File: config.mk
export PLATFORM = sky130hd
export DESIGN_NAME = udt_timer
export DESIGN_NICKNAME = d
export VERILOG_FILES = /design/src/udt_timer.v /design/src/udt_fifo.v
export VERILOG_INCLUDE_DIRS = /design/src /design/src/src
export SDC_FILE = /design/constraint.sdc
export NUM_CORES = 1
export LEC_CHECK = 0
export BUFFER_PORTS_ARGS = -buffer_cell sky130_fd_sc_hd__buf_2
export CAP_MARGIN = 30
export CORE_MARGIN = 2
export CORE_UTILIZATION = 32
export CTS_CLUSTER_SIZE = 10
export DETAILED_ROUTE_END_ITERATION = 10
export PLACE_DENSITY = 0.51
export SLEW_MARGIN = 10
export SYNTH_ARGS = -nofsm -noshare
export SYNTH_HDL_FRONTEND = slang
export SYNTH_HIERARCHICAL = 1
export SYNTH_SLANG_ARGS = --single-unit
File: constraint.sdc
create_clock -name clk -period 4 [get_ports clk]
set_clock_uncertainty 0.05 [all_clocks]
set_input_delay 0.8 -clock clk [delete_from_list [all_inputs] [get_ports clk]]
set_output_delay 0.8 -clock clk [all_outputs]
set_load 0.01 [all_outputs]
File: src/udt_defines.vh
`ifndef UDT_DEFINES_VH
`define UDT_DEFINES_VH
// register offsets in the register file
`define UDT_CAPLOAD0_HIGH 8'hF0
`define UDT_CAPLOAD0_LOW  8'hF1
`define UDT_CAPLOAD1_HIGH 8'hF2
`define UDT_CAPLOAD1_LOW  8'hF3
`define UDT_COMPARE0_HIGH 8'hF4
`define UDT_COMPARE0_LOW  8'hF5
`define UDT_COMPARE1_HIGH 8'hF6
`define UDT_COMPARE1_LOW  8'hF7
`define UDT_CTRL_STATUS   8'hF8
// counter control status fields
`define UDT_BIT_RUN       7
`define UDT_BIT_CLRCAP    6
`define UDT_BIT_CLRCMP    5
`define UDT_BIT_CLEAR     4
`define UDT_BIT_SWDIR     3
`define UDT_BIT_DIRSTAT   2
`define UDT_BIT_WRAPCAP   1
`define UDT_BIT_RUNSTAT   0
`define UDT_CTRL_RESET    4'h0
// fifo
`define UDT_FIFO_DEPTH    16
`define UDT_FIFO_AW       4
`endif

File: src/udt_timer.v
`timescale 1ns/1ps
`include "udt_defines.vh"
// Contract
// - external dma moves one byte per request
// - one internal/external select bit per channel
// - external compare channel only outputs to port
// - compare request on match or software flag
// - sync strobe while output byte on bus
// - optional single on-chip event pulse on compare
// - capture channel direction follows port direction bit
// - capture request on input a or flag
// - extra sync signal for capture transfers
// - toggled output zero can chain capture requests
// - nine registers, absent instance reserved
// - capture/load 0 captures or presets counter
// - two 16-bit compare registers
// - run bit anded with global enable
// - clear on capture clears counter
// - clear on compare0 clears counter
// - writing one clears counter, no interrupt
// - software direction bit when pins silent
// - direction status reads actual direction
// - flag wrap coinciding with capture zero
// - running status bit
module udt_timer #(
    parameter PRESENT = 1
) (
    // clock and reset
    input  wire       clk,
    input  wire       nrst,
    // register file access
    input  wire [7:0] regAddr,
    input  wire       regWr,
    input  wire       regRd,
    input  wire [7:0] regWrData,
    output reg  [7:0] regRdData,
    // global enable and companion settings
    input  wire       global_counter_enable,
    input  wire       capture_chan_external_sel,
    input  wire       compare_chan_external_sel,
    input  wire       port_dma_direction,
    input  wire       onChipEventEn,
    input  wire       compareToggle,
    input  wire       captureBothEdges,
    input  wire       inputFromOutput,
    input  wire       captureLoadMode,
    input  wire       dirFromPins,
    input  wire       pinDirUp,
    // pins and events
    input  wire       timer_input_a,
    input  wire       compareFlagWr,
    input  wire       captureFlagWr,
    // memory byte stream to port
    input  wire       memByteValid,
    input  wire [7:0] memByte,
    output wire       memByteReady,
    // port side
    output reg        compareDmaReq,
    output reg        captureDmaReq,
    output reg        compareSync,
    output reg        captureSync,
    output reg        captureToPort,
    output reg        onChipEvent,
    output reg  [7:0] portByte,
    output reg        timerOut0
);
    reg  [15:0] counter;
    reg  [15:0] capLoad0;
    reg  [15:0] capLoad1;
    reg  [15:0] compare0;
    reg  [15:0] compare1;
    reg         counter_run_enable;
    reg         clear_on_capture;
    reg         clear_on_compare;
    reg         sw_count_direction;
    reg         wrap_during_capture_flag;
    reg         inA1;
    reg         inA2;
    reg         inA3;
    reg         pinUp1;
    reg         pinUp2;
    wire        running;
    wire        countUp;
    wire        edgeA;
    wire        capEvent;
    wire        compare_zero_match;
    wire        wrapNow;
    wire        fifoValid;
    wire [7:0]  fifoData;
    wire        fifoTake;
    wire        hit;

    function [7:0] pick;
        input [15:0] v;
        input        low;
        begin
            pick = low ? v[7:0] : v[15:8];
        end
    endfunction

    assign hit     = (PRESENT != 0);
    assign running = counter_run_enable & global_counter_enable;
    assign countUp = dirFromPins ? pinUp2 : sw_count_direction;
    // capture edge on input a, or output zero when chained
    assign edgeA = inputFromOutput ? 1'b0 : (captureBothEdges ? (inA2 ^ inA3) : (inA2 & ~inA3));
    assign compare_zero_match = running & (counter == compare0);
    assign capEvent = edgeA | (inputFromOutput & captureBothEdges & compare_zero_match & compareToggle);
    assign wrapNow = running & (countUp ? (counter == 16'hFFFF) : (counter == 16'h0000));
    // compare channel takes one byte per request
    assign fifoTake = compare_chan_external_sel & (compare_zero_match | compareFlagWr);

    udt_fifo #(
        .WIDTH (8),
        .DEPTH (`UDT_FIFO_DEPTH),
        .AW    (`UDT_FIFO_AW)
    ) byteQueue (
        .clk      (clk),
        .nrst     (nrst),
        .inValid  (memByteValid),
        .inReady  (memByteReady),
        .inData   (memByte),
        .outValid (fifoValid),
        .outReady (fifoTake),
        .outData  (fifoData)
    );

    // pin synchronisers
    always @(posedge clk) begin
        if (!nrst) begin
            inA1   <= 1'b0;
            inA2   <= 1'b0;
            inA3   <= 1'b0;
            pinUp1 <= 1'b0;
            pinUp2 <= 1'b0;
        end else begin
            inA1   <= timer_input_a;
            inA2   <= inA1;
            inA3   <= inA2;
            pinUp1 <= pinDirUp;
            pinUp2 <= pinUp1;
        end
    end

    // counter and control
    always @(posedge clk) begin
        if (!nrst) begin
            counter                  <= 16'h0000;
            counter_run_enable       <= 1'b0;
            clear_on_capture         <= 1'b0;
            clear_on_compare         <= 1'b0;
            sw_count_direction       <= 1'b0;
            wrap_during_capture_flag <= 1'b0;
        end else begin
            if (regWr && hit && regAddr == `UDT_CTRL_STATUS) begin
                counter_run_enable <= regWrData[`UDT_BIT_RUN];
                clear_on_capture   <= regWrData[`UDT_BIT_CLRCAP];
                clear_on_compare   <= regWrData[`UDT_BIT_CLRCMP];
                sw_count_direction <= regWrData[`UDT_BIT_SWDIR];
            end
            if (capEvent && captureLoadMode) begin
                wrap_during_capture_flag <= wrapNow;
            end
            if (regWr && hit && regAddr == `UDT_CTRL_STATUS && regWrData[`UDT_BIT_CLEAR]) begin
                counter <= 16'h0000;
            end else if (capEvent && captureLoadMode && clear_on_capture) begin
                counter <= 16'h0000;
            end else if (compare_zero_match && clear_on_compare) begin
                counter <= 16'h0000;
            end else if (capEvent && !captureLoadMode) begin
                counter <= capLoad0;
            end else if (running) begin
                counter <= countUp ? counter + 16'h0001 : counter - 16'h0001;
            end
        end
    end

    // data registers, no reset content
    always @(posedge clk) begin
        if (capEvent && captureLoadMode) begin
            capLoad0 <= counter;
        end else if (regWr && hit && regAddr == `UDT_CAPLOAD0_HIGH) begin
            capLoad0[15:8] <= regWrData;
        end else if (regWr && hit && regAddr == `UDT_CAPLOAD0_LOW) begin
            capLoad0[7:0] <= regWrData;
        end
        if (regWr && hit && regAddr == `UDT_CAPLOAD1_HIGH) begin
            capLoad1[15:8] <= regWrData;
        end
        if (regWr && hit && regAddr == `UDT_CAPLOAD1_LOW) begin
            capLoad1[7:0] <= regWrData;
        end
        if (regWr && hit && regAddr == `UDT_COMPARE0_HIGH) begin
            compare0[15:8] <= regWrData;
        end
        if (regWr && hit && regAddr == `UDT_COMPARE0_LOW) begin
            compare0[7:0] <= regWrData;
        end
        if (regWr && hit && regAddr == `UDT_COMPARE1_HIGH) begin
            compare1[15:8] <= regWrData;
        end
        if (regWr && hit && regAddr == `UDT_COMPARE1_LOW) begin
            compare1[7:0] <= regWrData;
        end
    end

    // read port
    always @(posedge clk) begin
        if (!nrst) begin
            regRdData <= 8'h00;
        end else if (regRd && hit) begin
            case (regAddr)
                `UDT_CAPLOAD0_HIGH: regRdData <= pick(capLoad0, 1'b0);
                `UDT_CAPLOAD0_LOW:  regRdData <= pick(capLoad0, 1'b1);
                `UDT_CAPLOAD1_HIGH: regRdData <= pick(capLoad1, 1'b0);
                `UDT_CAPLOAD1_LOW:  regRdData <= pick(capLoad1, 1'b1);
                `UDT_COMPARE0_HIGH: regRdData <= pick(compare0, 1'b0);
                `UDT_COMPARE0_LOW:  regRdData <= pick(compare0, 1'b1);
                `UDT_COMPARE1_HIGH: regRdData <= pick(compare1, 1'b0);
                `UDT_COMPARE1_LOW:  regRdData <= pick(compare1, 1'b1);
                `UDT_CTRL_STATUS:   regRdData <= {counter_run_enable, clear_on_capture, clear_on_compare, 1'b0,
                                                  sw_count_direction, countUp, wrap_during_capture_flag,
                                                  running};
                default:            regRdData <= 8'h00;
            endcase
        end else begin
            regRdData <= 8'h00;
        end
    end

    // dma requests and port strobes
    always @(posedge clk) begin
        if (!nrst) begin
            compareDmaReq <= 1'b0;
            captureDmaReq <= 1'b0;
            compareSync   <= 1'b0;
            captureSync   <= 1'b0;
            captureToPort <= 1'b0;
            onChipEvent   <= 1'b0;
            portByte      <= 8'h00;
            timerOut0     <= 1'b0;
        end else begin
            compareDmaReq <= fifoTake;
            compareSync   <= fifoTake & fifoValid;
            if (fifoTake && fifoValid) begin
                portByte <= fifoData;
            end
            onChipEvent   <= onChipEventEn & compare_zero_match;
            captureDmaReq <= capture_chan_external_sel & (capEvent | captureFlagWr);
            captureSync   <= capture_chan_external_sel & (capEvent | captureFlagWr);
            captureToPort <= port_dma_direction;
            if (compare_zero_match && compareToggle) begin
                timerOut0 <= ~timerOut0;
            end
        end
    end
endmodule // udt_timer

File: src/udt_fifo.v
`timescale 1ns/1ps
module udt_fifo #(
    parameter WIDTH = 9,
    parameter DEPTH = 16,
    parameter AW    = 4
) (
    // clock and reset
    input  wire             clk,
    input  wire             nrst,
    // fill side
    input  wire             inValid,
    output wire             inReady,
    input  wire [WIDTH-1:0] inData,
    // drain side
    output wire             outValid,
    input  wire             outReady,
    output wire [WIDTH-1:0] outData
);
    reg [WIDTH-1:0] mem [0:DEPTH-1];
    reg [AW-1:0]    wrPtr;
    reg [AW-1:0]    rdPtr;
    reg [AW:0]      count;
    wire            doWr;
    wire            doRd;

    assign inReady  = (count != DEPTH[AW:0]);
    assign outValid = (count != {(AW+1){1'b0}});
    assign outData  = mem[rdPtr];
    assign doWr     = inValid & inReady;
    assign doRd     = outValid & outReady;

    always @(posedge clk) begin
        if (doWr) begin
            mem[wrPtr] <= inData;
        end
        if (!nrst) begin
            wrPtr <= {AW{1'b0}};
            rdPtr <= {AW{1'b0}};
            count <= {(AW+1){1'b0}};
        end else begin
            if (doWr) begin
                wrPtr <= wrPtr + 1'b1;
            end
            if (doRd) begin
                rdPtr <= rdPtr + 1'b1;
            end
            if (doWr && !doRd) begin
                count <= count + 1'b1;
            end else if (doRd && !doWr) begin
                count <= count - 1'b1;
            end
        end
    end
endmodule // udt_fifo

==> key figures <==
Run status
  • Result of the run: completed

Timing
  • Final WS setup: 0.7561 ns
  • Slew headroom: 0.3767
  • TNS Setup: 0 ns
  • Final setup fails: 0
  • Minimum clock period: 3.244 ns
  • Hold_ws: 0.3834 ns
  • Slew Limit Fails: 0
  • Crit share post-route: 0.8110
  • Final hold violations: 0
  • Highest Clock Rate: 308.3 MHz
  • Worst slew pin tran: 0.9315 ns
  • RSZ-0062 raised after global routing: false

Routing
  • Routed WL per cell: 20.10 um
  • Vias: 7,129
  • Starting DRT DRC Count: 465
  • Post-route ant nets: 0
  • Detailed Route WL: 28,050 um
  • DRC viols: 0
  • Vias per cell: 5.110
  • Drt first pass iters: 5

Yosys
  • Post-synthesis adder-cell area fraction: 0.02994
  • Synthesized area: 11,370 um2
  • Cell count after synthesis: 827
  • Post-synthesis sequential area ratio: 0.6216
  • FF+latch count, synth: 257
  • Mapped Nets: 896
  • Synth Area in Simple Gates: 0.1048
  • Post-synthesis async set-or-reset flop share: 0
  • Synth Warn #: 6
  • Mux cell area share after synthesis: 0.1027
  • Number of flops mapped to enable cells by yosys: 192
  • Synth unique cells: 68
  • Synth Area in XOR/XNOR: 0.02696
  • Largest family of logic cells by synthesized area: simple AND/OR/NAND/NOR gates
  • Avg Inst Size Synth: 13.75 um2
  • Primary FF master, synth: edfxtp_1
  • Post-synthesis compound-gate area fraction: 0.09322

Critical path
  • Worst setup EP type: flip-flop
  • Arrival time worst endpoint: 3.67 ns
  • Worst Path Required: 4.43 ns
  • Startpoint types: flip-flop
  • Setup CP Type: flip-flop to flip-flop
  • CP startpoint: counter[15]
  • FF-to-FF Start: counter[15]
  • CP max FO: 9

Cells and area
  • Share of layout cells above drive strength 1: 0.2090
  • Fin nets: 978
  • Non-Filler Instances: 1,395
  • Finished Cell Area: 13,150 um2
  • Layout area overhead: 15.71%
  • Final Core Density: 0.3725

Run
  • Maxcap violations: 0

Global route
  • Largest net degree at the start of global routing: 44
  • Total GRT Usage: 0.1531
  • Vias in the first global route: 7,269
  • Total congestion overflow: 0
  • First-pass GRT wire length: 43,030 um
  • Initial antenna violation count: 0

Clock tree
  • CTS tree: done
  • Cts hold-fix bufs: 0
  • H-tree depth: 1
  • Post CTS Setup Buffer Count: 0
  • Clk_lat worst skew: 0.54 ns
  • Clock root buffer: clkbuf_16
  • CTS sink count: 257
  • Max Root-Sink Buffers: 3
  • CTS-repair resized insts: 0
  • TritonCTS Buffers: 30
  • Clock Pin Slew Worst Setup and Hold Paths: 0.06 ns

Floorplan
  • Starting Density: 0.3220
  • Core Footprint: 35,310 um2
  • Total die area: 37,050 um2
  • FP Rows: 69
  • I/O pins: 67
  • Die Span Y: 192.5 um
  • Die W: 192.5 um

Worst hold path
  • Hold Crit Class: flip-flop to flip-flop
  • HP Start: pinUp1

Power and ir drop
  • Leak pwr: 4.573 nW
  • Reg power frac: 0.479
  • Pwr Density: 486.5 nW/um2
  • Combinational power share: 0.137
  • Pwr Total: 6.400 mW
  • Sw frac: 0.2473
  • Int Pwr: 4.817 mW
  • Switching pwr: 1.582 mW
  • Clock Power Share: 0.384
  • VDD IR-drop max: 0.0003174 V

Placed design
  • Post-Place Cells: 1,338
  • Placed cell areas: 12,280 um2
  • PortBufs: 66
  • DP HPWL: 19,290 um
  • Gpl congestion: 0.8022
  • DP Worst Slack: 0.5786 ns
[worst paths after layout]
kind	to	slack (ns)	cells past startpoint
setup / recovery	byteQueue/count[3]	0.76	14
hold / removal	pinUp2	0.38	1
setup reg to reg	byteQueue/count[3]	0.76	14
hold reg to reg	pinUp2	0.38	1
[per-layer routing]
layer | part of all wire | global-route usage | vias up
li1 | - | - | 3366
met2 | 0.49 | 0.2641 | 153
met5 | 0 | 0 | -
met3 | 0.049 | 0.02582 | 35
met1 | 0.44 | 0.1996 | 3575
met4 | 0.020 | 0.03934 | 0
[area by class of cell]
cell class | count | area (um2)
Inverter | 11 | 41.29
Sequential cell | 257 | 7068
Tap cell | 461 | 576.8
Clock buffer | 55 | 865.8
Fill cell | 3422 | 22160
Multi-Input combinational cell | 518 | 4075
Timing Repair Buffer | 91 | 518.0
Clock inverter | 1 | 6.256
Antenna cell | 1 | 2.502
[critical path, stage by stage (launching register included)]
cell and delay (ns):
dfxtp_1 0.62, xor2_1 0.15, nor3_1 0.30, nand2_1 0.11
nor3_2 0.18, o21ai_0 0.14, inv_1 0.14, o21ai_4 0.10
ha_1 0.21, inv_1 0.16, ha_1 0.18, a21o_2 0.08
a21oi_1 0.07, or4b_2 0.60, nand3_1 0.08
[logic make-up after synthesis]
logic type / count (synthesis)
fa+ha+maj: 26
simple gates: 242
compound gates: 145
flops: 257
buf+inv: 52
mux: 70
xor+xnor: 35
[registers in the layout (all words and copies together) (netlist names), 4 cells and up, named ones only]
name             cells
compare0            16
counter             16
byteQueue/wrPtr      4
byteQueue/mem      128
capLoad1            16
regRdData            8
portByte             8
compare1            16
byteQueue/rdPtr      4
capLoad0            16
byteQueue/count      5
[layout by cell type (no fill, tap or decap), types with 16 or more instances in the layout]
master     instances
dfxtp_1           64
a21oi_1           29
buf_2             66
mux4_2            33
nand2_1           69
xnor2_1           19
ha_1              24
edfxtp_1         192
clkbuf_1          24
clkbuf_16         31
and2_1            18
nand3_1           32
a22oi_1           22
xor2_1            16
buf_4             25
nor2_1            55
o21ai_0           23
[power by group through the flow]
stage / clock network (mW) / registers (mW) / logic [mW]
detailed placement: 0 / 3.12 / 0.891
floorplan: 0 / 3.09 / 0.649
CTS: 2.53 / 3.06 / 0.893
finish: 2.46 / 3.06 / 0.879
global route: 2.63 / 3.08 / 0.977
global placement: 0 / 3.12 / 0.884
[synthesized netlist by cell type (all sizes together), types with 4 or more instances]
cell      n  area [um2]
edfxtp  192        5766
nand2    70       265.3
dfxtp    65        1301
nor2     55       206.5
mux4     33       743.2
nand3    32       160.2
a21oi    29       145.1
o21ai    26       145.1
clkbuf   24       91.33
ha       24       300.3
a22oi    22       165.2
mux2     22       274.0
xnor2    19       166.4
and2     18       112.6
buf      17       103.8
xor2     16       140.1
mux2i    15       150.1
nor3     14       80.08
o211ai   12       108.9
a221oi   10       111.4
inv      10       37.54
nand4    10       62.56
nor2b    10       62.56
a211oi    9       67.56
nor4      9       62.56
a311oi    7       61.31
nand2b    7       43.79
a21o      6       46.30
a22o      4       35.03
a31oi     4       25.02
and3      4       25.02
and4      4       35.03
Note: power is estimated with default switching activity, not from simulation.
